--- src/shared/dlp_pkg.sv ---
package dlp_pkg;
    // counter and accumulator widths
    localparam int CNT_W_DEF     = 32;
    localparam int LINE_ACC_W    = 11;
    localparam int PATH_ACC_W    = 9;
    localparam int RUN_W         = 4;
    // per-second classification limits
    localparam logic [LINE_ACC_W-1:0] LINE_SES_ANOM = 11'h608; // 1544
    localparam logic [PATH_ACC_W-1:0] ESF_SES_CRC   = 9'h140;  // 320
    localparam logic [PATH_ACC_W-1:0] SF_SES_FBE    = 9'h004;  // four
    // unavailability entry and exit run length
    localparam logic [RUN_W-1:0]      UA_RUN_LEN    = 4'ha;    // ten
    localparam logic [RUN_W-1:0]      RUN_ZERO      = 4'h0;
    localparam logic [RUN_W-1:0]      RUN_ONE       = 4'h1;
    typedef enum logic [1:0] {
        DLP_ST_AVAIL   = 2'b01,
        DLP_ST_UNAVAIL = 2'b10
    } dlp_ua_state_t;
endpackage : dlp_pkg

--- src/shared/dlp_sec_if.sv ---
`timescale 1ns/1ps
interface dlp_sec_if;
    import dlp_pkg::*;
    logic             tick;
    logic             ses;
    logic             es;
    logic             upd;
    logic             unavail;
    logic [RUN_W-1:0] uas_add;
    logic [RUN_W-1:0] uas_sub;
    logic [RUN_W-1:0] es_add;
    logic [RUN_W-1:0] ses_add;
    modport pm (output tick, ses, es,
                input  upd, unavail, uas_add, uas_sub, es_add, ses_add);
    modport ua (input  tick, ses, es,
                output upd, unavail, uas_add, uas_sub, es_add, ses_add);
endinterface : dlp_sec_if

--- src/core/dlp_unavail.sv ---
`timescale 1ns/1ps
module dlp_unavail
    import dlp_pkg::*;
(
    // clock and reset
    input  wire logic clk_in,
    input  wire logic reset_in,
    // per-second classification and counter deltas
    dlp_sec_if.ua     sec
);
    dlp_ua_state_t    state_q;
    logic [RUN_W-1:0] run_q;
    logic [RUN_W-1:0] pend_es_q;
    logic [RUN_W-1:0] pend_ses_q;
    logic [RUN_W-1:0] run_inc;
    logic [RUN_W-1:0] es_one;

    assign run_inc = run_q + RUN_ONE;
    assign es_one  = sec.es ? RUN_ONE : RUN_ZERO;
    assign sec.unavail = (state_q == DLP_ST_UNAVAIL);

    // pending seconds stay uncommitted until the run resolves either way
    always_ff @(posedge clk_in or posedge reset_in) begin
        if (reset_in) begin
            state_q     <= DLP_ST_AVAIL;
            run_q       <= RUN_ZERO;
            pend_es_q   <= RUN_ZERO;
            pend_ses_q  <= RUN_ZERO;
            sec.upd     <= 1'b0;
            sec.uas_add <= RUN_ZERO;
            sec.uas_sub <= RUN_ZERO;
            sec.es_add  <= RUN_ZERO;
            sec.ses_add <= RUN_ZERO;
        end else begin
            sec.upd     <= sec.tick;
            sec.uas_add <= RUN_ZERO;
            sec.uas_sub <= RUN_ZERO;
            sec.es_add  <= RUN_ZERO;
            sec.ses_add <= RUN_ZERO;
            if (sec.tick) begin
                case (state_q)
                    DLP_ST_AVAIL: begin
                        if (sec.ses) begin
                            if (run_inc == UA_RUN_LEN) begin
                                state_q     <= DLP_ST_UNAVAIL;
                                sec.uas_add <= UA_RUN_LEN;
                                run_q       <= RUN_ZERO;
                                pend_es_q   <= RUN_ZERO;
                                pend_ses_q  <= RUN_ZERO;
                            end else begin
                                run_q      <= run_inc;
                                pend_es_q  <= pend_es_q + RUN_ONE;
                                pend_ses_q <= pend_ses_q + RUN_ONE;
                            end
                        end else begin
                            sec.es_add  <= pend_es_q + es_one;
                            sec.ses_add <= pend_ses_q;
                            run_q       <= RUN_ZERO;
                            pend_es_q   <= RUN_ZERO;
                            pend_ses_q  <= RUN_ZERO;
                        end
                    end
                    DLP_ST_UNAVAIL: begin
                        sec.uas_add <= RUN_ONE;
                        if (sec.ses) begin
                            run_q     <= RUN_ZERO;
                            pend_es_q <= RUN_ZERO;
                        end else if (run_inc == UA_RUN_LEN) begin
                            state_q     <= DLP_ST_AVAIL;
                            sec.uas_sub <= UA_RUN_LEN;
                            sec.es_add  <= pend_es_q + es_one;
                            run_q       <= RUN_ZERO;
                            pend_es_q   <= RUN_ZERO;
                        end else begin
                            run_q     <= run_inc;
                            pend_es_q <= pend_es_q + es_one;
                        end
                    end
                    default: begin
                        state_q <= DLP_ST_AVAIL;
                        run_q   <= RUN_ZERO;
                    end
                endcase
            end
        end
    end
endmodule : dlp_unavail

--- src/core/dlp_pm.sv ---
// Operation
// - count each bipolar violation and each excessive-zeros event as line code violation
// - line errored second: any line anomaly or loss of signal
// - line severe second: 1544 or more anomalies, or loss of signal
// - loss-of-signal second: any loss-of-signal defect during the second
// - path alarm second: any alarm indication defect during the second
// - ESF framing: path code violation per CRC-6 error
// - SF framing: path code violation per frame bit error
// - ESF errored second: CRC-6 error, slip, severe-frame or alarm defect
// - SF errored second: frame bit error, slip, severe-frame or alarm defect
// - frame/alarm severe second: any severe-frame or alarm defect
// - ESF severe second: 320 or more CRC-6 errors, or severe-frame/alarm
// - SF severe second: four frame bit errors, or severe-frame/alarm
// - path goes unavailable after ten consecutive severe seconds
// - those ten severe seconds are added to unavailable seconds
// - path returns available after ten consecutive non-severe seconds
// - those ten clean seconds are removed from unavailable seconds
// - every unavailable second increments unavailable seconds
// - path CV, ES, SES and UAS counters compared against software-set thresholds
// - no far-end path counters; near-end line and receive path only
`timescale 1ns/1ps
module dlp_pm
    import dlp_pkg::*;
#(
    parameter int CNT_W = CNT_W_DEF
) (
    // clock and reset
    input  wire logic             clk_in,
    input  wire logic             reset_in,
    // timebase and framing mode
    input  wire logic             sec_tick_in,
    input  wire logic             esf_mode_in,
    // line anomalies and defects
    input  wire logic             line_bpv_in,
    input  wire logic             line_exz_in,
    input  wire logic             line_los_in,
    // path anomalies and defects
    input  wire logic             path_crc_err_in,
    input  wire logic             frame_bit_error_in,
    input  wire logic             path_slip_in,
    input  wire logic             severely_errored_frame_defect_in,
    input  wire logic             path_ais_in,
    // path thresholds, zero disables
    input  wire logic [CNT_W-1:0] cv_thresh_in,
    input  wire logic [CNT_W-1:0] es_thresh_in,
    input  wire logic [CNT_W-1:0] ses_thresh_in,
    input  wire logic [CNT_W-1:0] uas_thresh_in,
    // line counters
    output logic      [CNT_W-1:0] line_code_violation_count_out,
    output logic      [CNT_W-1:0] line_errored_seconds_out,
    output logic      [CNT_W-1:0] line_severe_errored_seconds_out,
    output logic      [CNT_W-1:0] line_los_seconds_out,
    // path counters
    output logic      [CNT_W-1:0] path_alarm_indication_seconds_out,
    output logic      [CNT_W-1:0] path_code_violation_count_out,
    output logic      [CNT_W-1:0] path_errored_seconds_out,
    output logic      [CNT_W-1:0] path_frame_alarm_severe_seconds_out,
    output logic      [CNT_W-1:0] path_severe_errored_seconds_out,
    output logic      [CNT_W-1:0] path_unavailable_seconds_out,
    // status
    output logic                  path_unavail_out,
    output logic      [3:0]       thresh_over_out
);
    if (CNT_W < 12 || CNT_W > 64) begin : g_bad_width
        $error("CNT_W must lie between 12 and 64");
    end

    dlp_sec_if sec_if ();

    // latched over the current second
    logic [LINE_ACC_W-1:0] line_anom_q;
    logic [PATH_ACC_W-1:0] path_err_q;
    logic                  los_seen_q;
    logic                  ais_seen_q;
    logic                  sfd_seen_q;
    logic                  slip_seen_q;
    // counters
    logic [CNT_W-1:0]      line_cv_q;
    logic [CNT_W-1:0]      line_es_q;
    logic [CNT_W-1:0]      line_ses_q;
    logic [CNT_W-1:0]      line_los_q;
    logic [CNT_W-1:0]      path_ais_q;
    logic [CNT_W-1:0]      path_cv_q;
    logic [CNT_W-1:0]      path_es_q;
    logic [CNT_W-1:0]      path_sas_q;
    logic [CNT_W-1:0]      path_ses_q;
    logic [CNT_W-1:0]      path_uas_q;
    logic [3:0]            over_q;
    // combinational view of the second, including this cycle's events
    logic [1:0]            anom_inc;
    logic                  path_err_ev;
    logic [LINE_ACC_W:0]   line_anom_sum;
    logic [LINE_ACC_W-1:0] line_anom_d;
    logic [PATH_ACC_W:0]   path_err_sum;
    logic [PATH_ACC_W-1:0] path_err_d;
    logic [PATH_ACC_W-1:0] path_ses_lim;
    logic                  los_sec;
    logic                  ais_sec;
    logic                  sfd_sec;
    logic                  line_es_sec;
    logic                  line_ses_sec;
    logic                  path_es_sec;
    logic                  path_ses_sec;
    logic [CNT_W-1:0]      thr [4];
    logic [CNT_W-1:0]      cnt [4];

    assign anom_inc    = {1'b0, line_bpv_in} + {1'b0, line_exz_in};
    assign path_err_ev = esf_mode_in ? path_crc_err_in : frame_bit_error_in;

    // accumulators saturate at the line and ESF severe limits; nothing beyond them matters
    always_comb begin
        line_anom_sum = {1'b0, line_anom_q} + {{(LINE_ACC_W-1){1'b0}}, anom_inc};
        if (line_anom_sum >= {1'b0, LINE_SES_ANOM}) begin
            line_anom_d = LINE_SES_ANOM;
        end else begin
            line_anom_d = line_anom_sum[LINE_ACC_W-1:0];
        end
        path_err_sum = {1'b0, path_err_q} + {{PATH_ACC_W{1'b0}}, path_err_ev};
        if (path_err_sum >= {1'b0, ESF_SES_CRC}) begin
            path_err_d = ESF_SES_CRC;
        end else begin
            path_err_d = path_err_sum[PATH_ACC_W-1:0];
        end
    end

    assign path_ses_lim = esf_mode_in ? ESF_SES_CRC : SF_SES_FBE;
    assign los_sec      = los_seen_q | line_los_in;
    assign ais_sec      = ais_seen_q | path_ais_in;
    assign sfd_sec      = sfd_seen_q | severely_errored_frame_defect_in;
    assign line_es_sec  = (line_anom_d != '0) | los_sec;
    assign line_ses_sec = (line_anom_d >= LINE_SES_ANOM) | los_sec;
    // slip and defects count alike in both framings
    assign path_es_sec  = (path_err_d != '0) | slip_seen_q | path_slip_in
                        | sfd_sec | ais_sec;
    assign path_ses_sec = (path_err_d >= path_ses_lim) | sfd_sec | ais_sec;

    assign sec_if.tick = sec_tick_in;
    assign sec_if.ses  = path_ses_sec;
    assign sec_if.es   = path_es_sec;

    dlp_unavail u_unavail (
        .clk_in   (clk_in),
        .reset_in (reset_in),
        .sec      (sec_if.ua)
    );

    // per-second latches; an event in the tick cycle is folded into that second
    always_ff @(posedge clk_in or posedge reset_in) begin
        if (reset_in) begin
            line_anom_q <= '0;
            path_err_q  <= '0;
            los_seen_q  <= 1'b0;
            ais_seen_q  <= 1'b0;
            sfd_seen_q  <= 1'b0;
            slip_seen_q <= 1'b0;
        end else if (sec_tick_in) begin
            line_anom_q <= '0;
            path_err_q  <= '0;
            los_seen_q  <= 1'b0;
            ais_seen_q  <= 1'b0;
            sfd_seen_q  <= 1'b0;
            slip_seen_q <= 1'b0;
        end else begin
            line_anom_q <= line_anom_d;
            path_err_q  <= path_err_d;
            los_seen_q  <= los_sec;
            ais_seen_q  <= ais_sec;
            sfd_seen_q  <= sfd_sec;
            slip_seen_q <= slip_seen_q | path_slip_in;
        end
    end

    // line counters
    always_ff @(posedge clk_in or posedge reset_in) begin
        if (reset_in) begin
            line_cv_q  <= '0;
            line_es_q  <= '0;
            line_ses_q <= '0;
            line_los_q <= '0;
        end else begin
            line_cv_q <= line_cv_q + CNT_W'(anom_inc);
            if (sec_tick_in) begin
                line_es_q  <= line_es_q + CNT_W'(line_es_sec);
                line_ses_q <= line_ses_q + CNT_W'(line_ses_sec);
                line_los_q <= line_los_q + CNT_W'(los_sec);
            end
        end
    end

    // near-end path counters only; far-end path reports are not kept
    always_ff @(posedge clk_in or posedge reset_in) begin
        if (reset_in) begin
            path_cv_q  <= '0;
            path_ais_q <= '0;
            path_sas_q <= '0;
        end else begin
            path_cv_q <= path_cv_q + CNT_W'(path_err_ev);
            if (sec_tick_in) begin
                path_ais_q <= path_ais_q + CNT_W'(ais_sec);
                path_sas_q <= path_sas_q + CNT_W'(sfd_sec | ais_sec);
            end
        end
    end

    // deltas arrive one cycle after the tick; the run decides commit or drop
    always_ff @(posedge clk_in or posedge reset_in) begin
        if (reset_in) begin
            path_es_q  <= '0;
            path_ses_q <= '0;
            path_uas_q <= '0;
        end else if (sec_if.upd) begin
            path_es_q  <= path_es_q + CNT_W'(sec_if.es_add);
            path_ses_q <= path_ses_q + CNT_W'(sec_if.ses_add);
            path_uas_q <= path_uas_q + CNT_W'(sec_if.uas_add)
                        - CNT_W'(sec_if.uas_sub);
        end
    end

    assign thr[0] = cv_thresh_in;
    assign thr[1] = es_thresh_in;
    assign thr[2] = ses_thresh_in;
    assign thr[3] = uas_thresh_in;
    assign cnt[0] = path_cv_q;
    assign cnt[1] = path_es_q;
    assign cnt[2] = path_ses_q;
    assign cnt[3] = path_uas_q;

    // crossing flags follow the counters a cycle late
    for (genvar i = 0; i < 4; i++) begin : g_thr
        always_ff @(posedge clk_in or posedge reset_in) begin
            if (reset_in) begin
                over_q[i] <= 1'b0;
            end else begin
                over_q[i] <= (thr[i] != '0) && (cnt[i] >= thr[i]);
            end
        end
    end

    assign line_code_violation_count_out       = line_cv_q;
    assign line_errored_seconds_out            = line_es_q;
    assign line_severe_errored_seconds_out     = line_ses_q;
    assign line_los_seconds_out                = line_los_q;
    assign path_alarm_indication_seconds_out   = path_ais_q;
    assign path_code_violation_count_out       = path_cv_q;
    assign path_errored_seconds_out            = path_es_q;
    assign path_frame_alarm_severe_seconds_out = path_sas_q;
    assign path_severe_errored_seconds_out     = path_ses_q;
    assign path_unavailable_seconds_out        = path_uas_q;
    assign path_unavail_out                    = sec_if.unavail;
    assign thresh_over_out                     = over_q;
endmodule : dlp_pm

--- config.mk ---
export PLATFORM = sky130hd
export DESIGN_NAME = dlp_pm
export DESIGN_NICKNAME = d
export VERILOG_FILES = /design/src/shared/dlp_pkg.sv /design/src/shared/dlp_sec_if.sv /design/src/core/dlp_unavail.sv /design/src/core/dlp_pm.sv
export SDC_FILE = /design/constraint.sdc
export NUM_CORES = 1
export LEC_CHECK = 0
export BUFFER_PORTS_ARGS = -buffer_cell sky130_fd_sc_hd__buf_4
export CAP_MARGIN = 40
export CORE_MARGIN = 1.5
export CORE_UTILIZATION = 50
export DETAILED_ROUTE_END_ITERATION = 10
export GPL_ROUTABILITY_DRIVEN = 0
export PLACE_DENSITY = 0.81
export SLEW_MARGIN = 20
export SYNTH_ARGS = -nofsm -noshare
export SYNTH_HDL_FRONTEND = slang
export SYNTH_SLANG_ARGS = --single-unit
export TNS_END_PERCENT = 1
--- constraint.sdc ---
create_clock -name clk_in -period 13.22 [get_ports clk_in]
set_clock_uncertainty 0.15 [all_clocks]
set_input_delay 2.644 -clock clk_in [delete_from_list [all_inputs] [get_ports clk_in]]
set_output_delay 2.644 -clock clk_in [all_outputs]
set_load 0.005 [all_outputs]
# After elaboration in Yosys (flattened, before gate mapping)
# Cells that the tools add are included.
# word_totals
register_bits	379
latch_bits	0
ram_bits	0
romBits	0
in_bits	140
out_inout_bits	325
word_cells	131
memories	0
# classes
n_addsub	18
n_mul	0
div_mod_pow	0
magnitude_cmp	8
eq_ne	7
n_shift	0
mux	42
bitwise	13
reduce_logical	14
# op_table
operator	count
32-bit by 1-bit adder with 32-bit output	6
32-bit greater-or-equal comparator	4
32-bit nonzero test	4
32-bit by 4-bit adder with 32-bit output	3
4-bit two-way mux	22
32-bit by 2-bit adder with 32-bit output	1
4-bit one-hot mux with 2 select lines	4
32-bit by 4-bit subtractor with 32-bit output	1
9-bit two-way mux	3
11-bit two-way mux	2
1-bit OR	13
11-bit by 2-bit adder with 12-bit output	1
4-bit by 1-bit adder with 4-bit output, second input constant	3
12-bit by 11-bit greater-or-equal comparator with 1-bit output, second input constant	1
11-bit greater-or-equal comparator, second input constant	1
11-bit nonzero test	1
9-bit by 1-bit adder with 10-bit output	1
10-bit by 9-bit greater-or-equal comparator with 1-bit output, second input constant	1
9-bit greater-or-equal comparator	1
9-bit nonzero test	1
2-bit two-way mux	4
1-bit two-way mux	6
5-bit AND reduction	1
4-bit adder	1
10 further kinds	16

# Logic depth before layout (Yosys ltp)
# Gate-level depths: netlist (run 1).
# depth
word_depth	15
ltp_mapped	21

# By module
# From an unflattened synthesis (run 1), not the netlist that was laid out.
# hier_totals
hier_cells	2211
area_unflattened_um2	21854.7
# modules_own_cells
module	instances	cells_per_inst	area_per_inst_um2	seq_area_each_um2
dlp_pm	1	2072	20409.6	8708.4
dlp_unavail	1	139	1445.1	651.9

# Least setup slack after synthesis (run 1)
# Ideal clock, no wire load.
# synth_path
path_type	in2reg
from	in line_bpv_in
to	reg line_ses_q[28], in the netlist line_severe_errored_seconds_out[28]
setup_time_ns	0.079
arrival_time_ns	6.219
required_time_ns	12.991
path_slack_ns	6.771
cell_stages	21
path_buffers	0
cell_sequence	ha_1 ha_1 ha_1 a21oi_1 nor3_2 and4_1 a21oi_1 a2111oi_2 a21oi_1 a311oi_2 nand2_1 ha_1 ha_1 nand4_1 nor2_1 nand2_1 or3_1 nor2_1 nand3_1 nor2_1 xor2_1
# synth_between
elab_chain_len	7
# synth_rtl
item	line	source
start: declaration	dlp_pm.sv:34	input wire logic line_bpv_in,
1-bit by 1-bit adder with 2-bit output (*)	dlp_pm.sv:107	assign anom_inc = {1'b0, line_bpv_in} + {1'b0, line_exz_in};
11-bit by 2-bit adder with 12-bit output (*)	dlp_pm.sv:112	line_anom_sum = {1'b0, line_anom_q} + {{(LINE_ACC_W-1){1'b0}}, anom_inc};
12-bit by 11-bit greater-or-equal comparator with 1-bit output	dlp_pm.sv:113	if (line_anom_sum >= {1'b0, LINE_SES_ANOM}) begin
11-bit two-way mux (*)	dlp_pm.sv:113	
11-bit greater-or-equal comparator (*)	dlp_pm.sv:131	assign line_ses_sec = (line_anom_d >= LINE_SES_ANOM) | los_sec;
1-bit OR (*)	dlp_pm.sv:131	
32-bit by 1-bit adder with 32-bit output (*)	dlp_pm.sv:184	line_ses_q <= line_ses_q + CNT_W'(line_ses_sec);
end signal: assignment	dlp_pm.sv:184	
end: declaration	dlp_pm.sv:80	logic [CNT_W-1:0] line_ses_q;
# Every way passes the cells marked *; elsewhere a longest branch is shown, timed or not.
# A chain may end at the register's enable or synchronous reset.

# Final worst setup path (run 1)
# Ends and elaborated chain as after synthesis.

==> impl_results.md, run 1 <==
- Status: finished, final reports clean
- Final hold vios: 0
- RSZ-0062 raised after global routing: false
- Synth-to-layout area growth: 26.3%
- Clock sinks: 374
- Clk pin slew, worst setup/hold paths: 0.06 ns
- Mapped Cells: 2218
- Yosys Warn Count: 0
- Layout cell share with drive strength beyond 1: 21.0%
- Nets@finish: 3049
- Number of flops mapped to enable cells by yosys: 0
- Core Area: 0.0429 mm²
- Root Buffer: clkbuf_16
- CP Capture Type: flop
- Setup crit end: line_severe_errored_seconds_out[28]
- CP Cell Sequence: buf_4 -> ha_1 -> ha_1 -> ha_1 -> a21oi_1 -> nor3_2 -> and4_1 -> a21oi_1 -> a2111oi_2 -> a21oi_1 -> a311oi_2 -> nand2_1 -> ha_1 -> ha_1 -> nand4_1 -> nor2_1 -> nand2_1 -> or3_1 -> nor2_1 -> nand3_1 -> nor2_1 -> xor2_1
- Port buffer count: 464
- Initial antenna violation count: 1
- Total negative slack: 0 ns
- Pre-CTS setup slack: 6.10 ns
- F_max: 150 MHz
- Full die area: 0.0445 mm²
- Worst path max stage delay: 0.41 ns
- Chip Width: 211 µm
- Pwr dens: 160 mW/mm²
- Tot GR Track Use: 25.0%
- Dpl hpwl: 42800 µm
- Largest net degree at the start of global routing: 185
- Avg Cell Area, Syn: 9.76 µm²
- Hold Crit Class: flop to flop
- Pleak: 14.2 nW
- Ys flop type: dfrtp_1
- Final Hold Slack: 0.330 ns
- Crit start category: input pin
- Met1 usage: 29.9%
- CP max FO: 5
- Crit-path slowest cell: or3_1
- Register area: 0.00936 mm²
- CP Data Required Time: 13.56 ns
- VDD IR max: 113 µV
- Synth cell types: 69
- DRC viols: 0
- R2R Setup Slk: 8.68 ns
- Switching part of the total: 35.6%
- R2r worst-path depth: 20
- Sequential cell area fraction in the yosys report: 43.2%
- Part of the power in registers: 34.8%
- Clk buf depth: 3
- Worst relative slew slack: 33.4%
- Worst Path Arrival: 6.99 ns
- Comb pwr share: 37.0%
- GR Layer Usage met3: 5.84%
- Post-Syn Area: 0.0216 mm²
- Drt first pass iters: 6
- Layout fillers: 3326
- Post-CTS Setup Bufs: 0
- Hold_buf cts: 0
- Final period utilization: 50.3%
- Async set-or-reset flop fraction in the synthesized netlist: 100%
- CTS resizes: 0
- First-pass GRT wire length: 91300 µm
- Setup WS post-layout: 6.58 ns
- CTS Buf Count: 41
- Grt ovf: 0
- Final setup fails: 0
- Internal power: 2.82 mW
- Number of global-route vias before repair: 18500
- TritonCTS clock tree: done
- NetSw: 1.55 mW
- Post-DR vias/cell: 5.52
- Met2 Track Usage GR: 42.4%
- GRT busiest layer: met2
- Vias: 18400
- Worst-margin pin slew: 0.999 ns
- FP Rows: 76
- Crit-path most repeated cell: ha_1
- Antenna viol nets, final: 0
- Max cap viols: 0
- Multi-input logic area: 0.0114 mm²
- Die H: 211 µm
- Yosys top cell by area: dfrtp_1
- Final wirelength: 56400 µm
- Ranking of synthesized cells by area: dfrtp_1 43%, ha_1 12%, xnor2_1 9.5%
- Total Power: 4.37 mW
- Synthesized flop and latch total: 374
- CTS H-tree depth: 2
- Clk network pwr share: 28.2%
- Yosys top cell area share: 43.1%
- Worst setup startpoint: line_bpv_in
- Initial core utilization: 50.5%
- Worst-Skew Late Latency: 0.57 ns
- Drt wl/cell: 17.0 µm
- Mapped Nets: 2561
- Crit path time final: 6.64 ns
- RR Endpoint: line_severe_errored_seconds_out[28]
- Max-slew violations: 0
- IO Pins: 465
- Worst reg2reg startpoint: line_anom_q[1]
- DRT iter0 DRCs: 1140
- Crit Path Category: input pin to flop
==> placed cells by master, fill, tap and decap left out, drive strengths merged, types with 12 or more instances in the layout <==
master,netlist,routed
nor4,33,33
o211ai,15,15
nor2b,28,28
and4,15,15
xnor2,235,235
a211oi,13,13
clkbuf,20,55
a21oi,72,72
dfrtp,373,373
ha,199,199
buf,4,469
nor3,26,26
inv,219,222
nor2,147,147
nand4,97,97
and3,60,60
xor2,76,76
o21ai,75,75
nand2,184,184
mux2i,12,12
mux2,16,16
and2,13,13
nand3,110,110
a21o,49,49
nand2b,18,18
==> sequential cells by signal, indices dropped and copies added (netlist names), 2 cells and up <==
| name | count |
|---|---|
| line_anom_q | 11 |
| line_severe_errored_seconds_out | 32 |
| path_frame_alarm_severe_seconds_out | 32 |
| u_unavail.sec.es_add | 4 |
| u_unavail.pend_ses_q | 4 |
| path_code_violation_count_out | 32 |
| u_unavail.sec.uas_add | 2 |
| path_unavailable_seconds_out | 32 |
| path_severe_errored_seconds_out | 32 |
| thresh_over_out | 4 |
| line_los_seconds_out | 32 |
| path_err_q | 9 |
| path_errored_seconds_out | 32 |
| u_unavail.pend_es_q | 4 |
| path_alarm_indication_seconds_out | 32 |
| line_code_violation_count_out | 32 |
| u_unavail.sec.ses_add | 4 |
| u_unavail.state_q | 2 |
| line_errored_seconds_out | 32 |
| u_unavail.run_q | 4 |
==> critical path, delay by kind of cell <==
family,cells,cell delay [ns]
fa+ha+maj,5,1.04
xor+xnor,1,0.18
buf+inv,1,0.12
simple gates,10,2.18
compound gates,5,0.83
==> cell families (layout without fill, tap and decap cells) <==
logic type | after synthesis | in the layout | share of synthesized area [%]
flops | 374 | 374 | 43.2
other cells | 0 | 1 | 0
simple gates | 766 | 766 | 17.9
xor+xnor | 311 | 311 | 12.6
compound gates | 293 | 293 | 8.77
mux | 28 | 28 | 1.39
buf+inv | 243 | 764 | 4.23
fa+ha+maj | 203 | 203 | 11.9
==> per-layer routing <==
metal  up-vias  part of all wire, %  wire length (µm)
met4         0                  4.3              2450
met3       173                  7.1              4020
li1       8659                    -                 -
met2       661                   49             27400
met1      8859                   40             22500
met5         -                    0                 0
==> area by class of cell <==
class	instances	area share [%]
antenna	1	0.00916
clock buffer	55	4.24
clock inverter	21	1.14
inverter	219	3.04
multi-input combinational	1601	41.6
sequential	374	34.3
tap	585	2.68
timing repair buffer	469	13.0
==> cell usage after synthesis, types with 3 or more instances <==
master     number
fa_1            4
o31ai_1         7
buf_1           3
a21boi_0        3
nor3_1         25
o2111ai_1       3
or3_1           9
a21oi_1        72
ha_1          199
nor2b_1        28
mux2i_1        12
o211ai_1       15
nand3b_1        7
and3_1         60
and3b_1         3
or2_2           5
a22oi_1         3
a21o_1         49
o21a_1         11
and2_1         12
o22ai_1         4
inv_1         219
nor2_1        147
nand2_1       184
clkbuf_1       20
nand4_1        97
o21ai_0        74
nand3_1       110
a31oi_1         8
xnor2_1       235
a22o_1          3
o21bai_1        4
nor4b_1         4
xor2_1         76
nand2b_1       18
mux2_2         16
dfrtp_1       373
or4_1           3
nor4_1         33
and4_1         14
a211oi_1       13
==> per-stage QoR <==
step	cells	utilization, %	cell area [µm²]
floorplan	2218	-	21600
global placement	3246	60.2	25800
detailed placement	3247	60.2	25800
CTS	3323	63.7	27300
global route	3324	63.7	27300
finish	3325	63.7	27300
==> power groups by stage <==
stage,clock network (mW),registers [mW],logic (mW)
6_report,1.23,1.52,1.62
2_1_floorplan,0,1.49,1.06
4_1_cts,1.26,1.52,1.61
5_1_grt,1.31,1.54,1.80
3_3_place_gp,0,1.52,1.52
3_5_place_dp,0,1.53,1.59
==> worst min-delay path by stage <==
stage               cells past startpoint                                    from                                endpoint
floorplan                               2                              sfd_seen_q                              sfd_seen_q
global placement                        1       line_code_violation_count_out[31]       line_code_violation_count_out[31]
detailed placement                      1   path_alarm_indication_seconds_out[31]   path_alarm_indication_seconds_out[31]
CTS                                     1   path_alarm_indication_seconds_out[31]   path_alarm_indication_seconds_out[31]
global route                            1  path_frame_alarm_severe_seconds_out[3]  path_frame_alarm_severe_seconds_out[3]
finish                                  1   path_alarm_indication_seconds_out[31]   path_alarm_indication_seconds_out[31]
No activity file was read; power rests on OpenSTA's default activity.
==> run 2, diff against run 1 <==
Settings changed: CORE_UTILIZATION 50 to 56, PLACE_DENSITY 0.81 to 0.86.
Clock period 13.22 ns to 6.3 ns, I/O delays scaled along.
==> impl_results.md, run 2 (same netlist as run 1, synthesis figures left out) <==
- Post-DR vias/cell: 5.62 (was 5.52)
- Worst Path Arrival: 5.61 ns (was 6.99 ns)
- Root Buffer: clkbuf_16 (unchanged)
- F_max: 188 MHz
- Part of the power in registers: 35.6% (was 34.8%)
- Placed instance area: 0.0257 mm² (was 0.0258 mm²)
- CP Data Required Time: 6.60 ns (was 13.56 ns)
- CP bufs+invs: 1 (unchanged)
- TritonCTS clock tree: done (unchanged)
- Final wirelength: 56800 µm (was 56400 µm)
- Vias: 18200 (was 18400)
- CP Cell Sequence: buf_4 -> ha_1 -> ha_1 -> ha_1 -> a21oi_1 -> nor3_2 -> and4_1 -> a21oi_1 -> a2111oi_2 -> a21oi_1 -> a311oi_2 -> nand2_1 -> ha_1 -> ha_1 -> nand4_1 -> nor2_1 -> nand2_1 -> or3_1 -> nor2_1 -> nand3_1 -> nor2_1 -> xor2_1 (unchanged)
- Chip Width: 200 µm (was 211 µm)
- Worst-margin pin slew: 0.967 ns (was 0.999 ns)
- Switching part of the total: 35.4% (was 35.6%)
- IO Pins: 465 (unchanged)
- Hold_buf cts: 0 (unchanged)
- CTS resizes: 0 (unchanged)
- Synth-to-layout area growth: 25.3% (was 26.3%)
- CP Capture Type: flop (unchanged)
- Clk pin slew, worst setup/hold paths: 0.06 ns (about the same)
- Full die area: 0.0398 mm² (was 0.0445 mm²)
- Clk buf depth: 3 (unchanged)
- WHS Endpoint: line_los_seconds_out[31] (was path_alarm_indication_seconds_out[31])
- Crit path max-delay family: simple AND/OR/NAND/NOR gates (unchanged)
- Setup WS post-layout: 0.993 ns (was 6.58 ns)
- Tot GR Track Use: 28.2% (was 25.0%)
- Crit Path Category: input pin to flop (unchanged)
- R2R Setup Slk: 1.73 ns (was 8.68 ns)
- Final period utilization: 84.2%
- Max-slew violations: 0 (unchanged)
- Initial core utilization: 57.2% (was 50.5%)
- Internal power: 5.82 mW (was 2.82 mW)
- Final setup fails: 0 (unchanged)
- Number of global-route vias before repair: 18700 (was 18500)
- DRT iter0 DRCs: 867 (was 1140)
- CTS Buf Count: 41 (unchanged)
- Worst-Skew Late Latency: 0.53 ns (was 0.57 ns)
- Crit path time final: 5.31 ns
- Antenna viol nets, final: 0 (unchanged)
- Post-route cell area: 0.0271 mm² (was 0.0273 mm²)
- Commonest non-fill, non-tap cells in the layout: 465 x buf_4, 372 x dfrtp_1, 235 x xnor2_1, 218 x inv_1, 199 x ha_1 (was 466 x buf_4, 372 x dfrtp_1, 235 x xnor2_1, 218 x inv_1, 199 x ha_1)
- Port buffer count: 464 (unchanged)
- Crit-path slowest cell: or3_1 (unchanged)
- Status: finished, final reports clean (unchanged)
- Grt ovf: 0 (unchanged)
- Dpl hpwl: 42700 µm (was 42800 µm)
- CP max FO: 5 (unchanged)
- RR Endpoint: line_severe_errored_seconds_out[28] (unchanged)
- Core Area: 0.0378 mm² (was 0.0429 mm²)
- Worst reg2reg startpoint: line_anom_q[1] (unchanged)
- R2r worst-path depth: 20 (unchanged)
- Max cap viols: 0 (unchanged)
- DRC viols: 0 (unchanged)
- Clk network pwr share: 27.1% (was 28.2%)
- Hold depth: 1 (unchanged)
- Hold Startpoint: line_los_seconds_out[31] (was path_alarm_indication_seconds_out[31])
- Largest net degree at the start of global routing: 190 (was 185)
- FP Rows: 71 (was 76)
- Crit-path most repeated cell: ha_1 (unchanged)
- Crit start category: input pin (unchanged)
- Final design utilization: 71.7% (was 63.7%)
- Commonest non-fill, non-tap cell in the layout: buf_4 (unchanged)
- CTS H-tree depth: 2 (unchanged)
- NetSw: 3.19 mW (was 1.55 mW)
- VDD IR max: 215 µV (was 113 µV)
- Comb pwr share: 37.4% (was 37.0%)
- N_diodes: 0 (was 1)
- Final hold vios: 0 (unchanged)
- Drt wl/cell: 17.5 µm (was 17.0 µm)
- Crit path depth: 22 (unchanged)
- Post-CTS Setup Bufs: 0 (unchanged)
- Worst path max stage delay: 0.41 ns (about the same)
- Worst relative slew slack: 35.5% (was 33.4%)
- Pre-CTS setup slack: 0.489 ns (was 6.10 ns)
- Drt first pass iters: 5 (was 6)
- Nets@finish: 3048 (was 3049)
- Initial antenna violation count: 2 (was 1)
- First-pass GRT wire length: 91200 µm (was 91300 µm)
- RSZ-0062 raised after global routing: false (unchanged)
- Die H: 200 µm (was 211 µm)
- Clock sinks: 374 (unchanged)
- Pleak: 14.1 nW (was 14.2 nW)
- Pwr dens: 332 mW/mm² (was 160 mW/mm²)
- Hold Crit Class: flop to flop (unchanged)
- Layout cell share with drive strength beyond 1: 20.8% (was 21.0%)
run 2: cell count changes in the layout (fill, tap and decap cells not counted), sizes merged:
cell	previous run	this run
clkbuf	55	56
clkinv	11	9
bufinv	6	4
diode	1	0
inv	222	220
clkinvlp	1	3
buf	469	468
run 2: power groups by stage:
| stage | logic, mW | clock network (mW) | registers (mW) |
|---|---|---|---|
| 2_1_floorplan | 2.22 | 0 | 3.12 |
| 3_3_place_gp | 3.15 | 0 | 3.21 |
| 3_5_place_dp | 3.31 | 0 | 3.23 |
| 4_1_cts | 3.35 | 2.49 | 3.20 |
| 5_1_grt | 3.77 | 2.58 | 3.25 |
| 6_report | 3.37 | 2.44 | 3.20 |
run 2: worst max path at each step:
stage                      from                             endpoint  slack, ns
finish              line_bpv_in  line_severe_errored_seconds_out[28]       0.99
global route        line_bpv_in  line_severe_errored_seconds_out[28]       0.67
CTS                 line_bpv_in  line_severe_errored_seconds_out[28]       1.04
detailed placement  line_bpv_in  line_severe_errored_seconds_out[28]       0.49
global placement    line_bpv_in  line_severe_errored_seconds_out[28]       0.77
floorplan              reset_in                           ais_seen_q      -0.13
run 2: worst reg2reg max path: stages (launching register included):
cell and delay, ns:
dfrtp_1 0.43, xor2_1 0.19, ha_1 0.21, a21oi_1 0.32, nor3_2 0.14, and4_1 0.28, a21oi_1 0.17, a2111oi_2 0.07
a21oi_1 0.17, a311oi_2 0.08, nand2_1 0.16, ha_1 0.17, ha_1 0.16, nand4_1 0.15, nor2_1 0.32, nand2_1 0.14
or3_1 0.41, nor2_1 0.24, nand3_1 0.18, nor2_1 0.18, xor2_1 0.16
run 2: stage by stage:
step                cells  setup TNS, ns  power (mW)  hold slack, ns
global route         3246              0        9.60           0.346
global placement     3172              0        6.35           0.312
CTS                  3245              0        9.03           0.328
detailed placement   3172              0        6.54           0.321
floorplan            2218         -48.97        5.34           0.297
finish               3246              0        9.01           0.329
run 2: routing by layer:
metal	part of all wire [%]	track usage [%]	vias to the layer above
li1	-	-	8644
met1	39	33.3	8834
met2	49	48.6	595
met3	7.4	6.90	152
met4	4.0	12.3	2
met5	0.023	0	-
run 2: final cells by class:
type / instances / area (µm²)
inverters: 219 / 826
multi-input cells: 1601 / 11400
well taps: 511 / 639
clock inverters: 17 / 201
fillers: 2666 / 10700
flip-flops and latches: 374 / 9360
repair buffers: 468 / 3560
clock buffers: 56 / 1170
==> run 3, diff against run 2 <==
Settings changed: CORE_UTILIZATION 56 to 50, PLACE_DENSITY 0.86 to 0.81.
Clock period 6.3 ns to 4.85 ns, I/O delays scaled along.
==> impl_results.md, run 3 (same netlist as run 1, synthesis figures left out) <==
- Grt ovf: 0 (unchanged)
- Layout cell share with drive strength beyond 1: 22.2% (was 20.8%)
- Crit Path Category: input pin to flop (unchanged)
- Max-slew violations: 0 (unchanged)
- Vias: 18400 (was 18200)
- Post-DR vias/cell: 5.47 (was 5.62)
- Commonest non-fill, non-tap cells in the layout: 504 x buf_4, 372 x dfrtp_1, 235 x xnor2_1, 218 x inv_1, 199 x ha_1 (was 465 x buf_4, 372 x dfrtp_1, 235 x xnor2_1, 218 x inv_1, 199 x ha_1)
- Internal power: 7.50 mW (was 5.82 mW)
- CP max FO: 4 (was 5)
- Worst-margin pin slew: 0.724 ns (was 0.967 ns)
- Clock sinks: 374 (unchanged)
- Die H: 211 µm (was 200 µm)
- Part of the power in registers: 35.5% (was 35.6%)
- Clk pin slew, worst setup/hold paths: 0.06 ns (about the same)
- Worst setup startpoint: line_bpv_in (unchanged)
- Final hold vios: 0 (unchanged)
- CP Data Required Time: 5.14 ns (was 6.60 ns)
- Worst-Skew Late Latency: 0.57 ns (was 0.53 ns)
- Commonest non-fill, non-tap cell in the layout: buf_4 (unchanged)
- CTS H-tree depth: 2 (unchanged)
- Comb pwr share: 37.7% (was 37.4%)
- Largest net degree at the start of global routing: 124 (was 190)
- Clk buf depth: 3 (unchanged)
- Crit-path slowest cell: a2111oi_2 (was or3_1)
- Worst relative slew slack: 51.7% (was 35.5%)
- Clk network pwr share: 26.8% (was 27.1%)
- Synth-to-layout area growth: 27.2% (was 25.3%)
- FP Rows: 76 (was 71)
- NetSw: 4.20 mW (was 3.19 mW)
- Crit-path most repeated cell: ha_1 (unchanged)
- CP Capture Type: flop (unchanged)
- N_diodes: 0 (unchanged)
- Final period utilization: 94.6%
- Final Hold Slack: 0.273 ns (was 0.329 ns)
- Hold Crit Class: input pin to async pin (was flop to flop)
- Root Buffer: clkbuf_16 (unchanged)
- Core Area: 0.0429 mm² (was 0.0378 mm²)
- Status: finished, final reports clean (unchanged)
- Final setup fails: 0 (unchanged)
- Crit path time final: 4.59 ns
- Worst path max stage delay: 0.42 ns (was 0.41 ns)
- Switching part of the total: 35.9% (was 35.4%)
- Max cap viols: 0 (unchanged)
- Pwr dens: 425 mW/mm² (was 332 mW/mm²)
- Pleak: 14.3 nW (was 14.1 nW)
- Wl on met1: 22800 µm (was 22200 µm)
- IO Pins: 465 (unchanged)
- Initial core utilization: 50.5% (was 57.2%)
- Worst Path Arrival: 4.88 ns (was 5.61 ns)
- Setup crit end: line_severe_errored_seconds_out[28] (unchanged)
- R2r worst-path depth: 20 (unchanged)
- Dpl hpwl: 43900 µm (was 42700 µm)
- Wire length on met3: 3950 µm (was 4210 µm)
- Drt first pass iters: 5 (unchanged)
- Layout fillers: 3308 (was 2666)
- CTS Buf Count: 41 (unchanged)
- Top sig layer: met4 (was met5)
- Worst reg2reg startpoint: line_anom_q[1] (unchanged)
- RSZ-0062 raised after global routing: false (unchanged)
- Chip Width: 211 µm (was 200 µm)
- Final design utilization: 64.2% (was 71.7%)
- Metal2 WL: 28100 µm (about the same)
- F_max: 218 MHz
- DRC viols: 0 (unchanged)
- Final wirelength: 57400 µm (was 56800 µm)
- Register area: 0.00936 mm² (unchanged)
- Port buffer count: 464 (unchanged)
- First-pass GRT wire length: 92800 µm (was 91200 µm)
- TritonCTS clock tree: done (unchanged)
- Initial antenna violation count: 0 (was 2)
- DRT iter0 DRCs: 1142 (was 867)
- RR Endpoint: line_severe_errored_seconds_out[28] (unchanged)
- Crit start category: input pin (unchanged)
- CP Cell Sequence: buf_4 -> ha_1 -> ha_1 -> ha_1 -> a21oi_2 -> nor3_4 -> nand3_1 -> or3_1 -> a2111oi_2 -> a21oi_1 -> a311oi_2 -> nand2_1 -> ha_1 -> ha_1 -> nand4_1 -> nor2_1 -> nand2_1 -> or3_1 -> nor2_1 -> nand3_1 -> nor2_1 -> xor2_1 (was buf_4 -> ha_1 -> ha_1 -> ha_1 -> a21oi_1 -> nor3_2 -> and4_1 -> a21oi_1 -> a2111oi_2 -> a21oi_1 -> a311oi_2 -> nand2_1 -> ha_1 -> ha_1 -> nand4_1 -> nor2_1 -> nand2_1 -> or3_1 -> nor2_1 -> nand3_1 -> nor2_1 -> xor2_1)
- Multi-input logic area: 0.0114 mm² (about the same)
- R2R Setup Slk: 0.59 ns (was 1.73 ns)
- VDD IR max: 290 µV (was 215 µV)
- Full die area: 0.0445 mm² (was 0.0398 mm²)
- Number of global-route vias before repair: 18900 (was 18700)
- Drt wl/cell: 17.1 µm (was 17.5 µm)
- Tot GR Track Use: 25.4% (was 28.2%)
- Nets@finish: 3088 (was 3048)
- Antenna viol nets, final: 0 (unchanged)
run 3: cell types whose count changed in the layout (fill, tap and decap cells not counted), sizes merged:
cell,previous run,this run
inv,220,219
bufinv,4,2
clkinv,9,14
clkbuf,56,54
buf,468,508
run 3: what timing repair did:
action,in CTS,in global routing
hold buffers,0,0
resized for setup,0,3
endpoints found under the setup margin,0,5
buffers inserted,0,0
run 3: how the worst min path moves through the flow:
| stage | startpoint | endpoint | slack [ns] | cells past startpoint |
|---|---|---|---|---|
| 2_1_floorplan | sfd_seen_q | sfd_seen_q | 0.30 | 2 |
| 3_3_place_gp | line_code_violation_count_out[31] | line_code_violation_count_out[31] | 0.31 | 1 |
| 3_5_place_dp | path_frame_alarm_severe_seconds_out[31] | path_frame_alarm_severe_seconds_out[31] | 0.32 | 1 |
| 4_1_cts | path_frame_alarm_severe_seconds_out[31] | path_frame_alarm_severe_seconds_out[31] | 0.33 | 1 |
| 5_1_grt | reset_in | line_severe_errored_seconds_out[22] | 0.26 | 2 |
| 6_report | reset_in | line_severe_errored_seconds_out[23] | 0.27 | 2 |
run 3: stage by stage:
stage | total power [mW] | cells | setup WS [ns] | instance area, µm² | setup TNS (ns)
after global routing | 12.5 | 3360 | 0.00675 | 27500 | 0
after floorplan | 6.94 | 2218 | -1.29 | 21600 | -481.65
after detailed placement | 8.53 | 3286 | -0.367 | 26100 | -3.36
final | 11.7 | 3360 | 0.260 | 27500 | 0
after CTS | 11.7 | 3359 | 0.210 | 27500 | 0
after global placement | 8.31 | 3286 | -0.117 | 26100 | -0.286
run 3: power groups by stage:
| stage | sequential, mW | combinational, mW | clock (mW) |
|---|---|---|---|
| floorplan | 4.05 | 2.88 | 0 |
| global placement | 4.16 | 4.15 | 0 |
| detailed placement | 4.19 | 4.34 | 0 |
| CTS | 4.15 | 4.37 | 3.21 |
| global route | 4.22 | 4.93 | 3.33 |
| finish | 4.15 | 4.41 | 3.14 |
run 3: metal layers:
| metal | up-vias | track usage, % |
|---|---|---|
| met1 | 8915 | 29.9 |
| li1 | 8725 | - |
| met5 | - | 0 |
| met3 | 163 | 6.05 |
| met4 | 0 | 11.6 |
| met2 | 588 | 44.0 |
run 3: area by class of cell:
type / count / area share, %
Clock inverter: 19 / 0.654
Multi-Input combinational cell: 1601 / 41.3
Timing Repair Buffer: 508 / 14.1
Sequential cell: 374 / 34.0
Clock buffer: 54 / 4.30
Inverter: 219 / 3.00
Tap cell: 585 / 2.66
run 3: critical path, delay by kind of cell:
family	cells	cell delay, ns
compound gates	4	0.90
buf+inv	1	0.12
fa+ha+maj	5	1.07
xor+xnor	1	0.14
simple gates	11	1.69
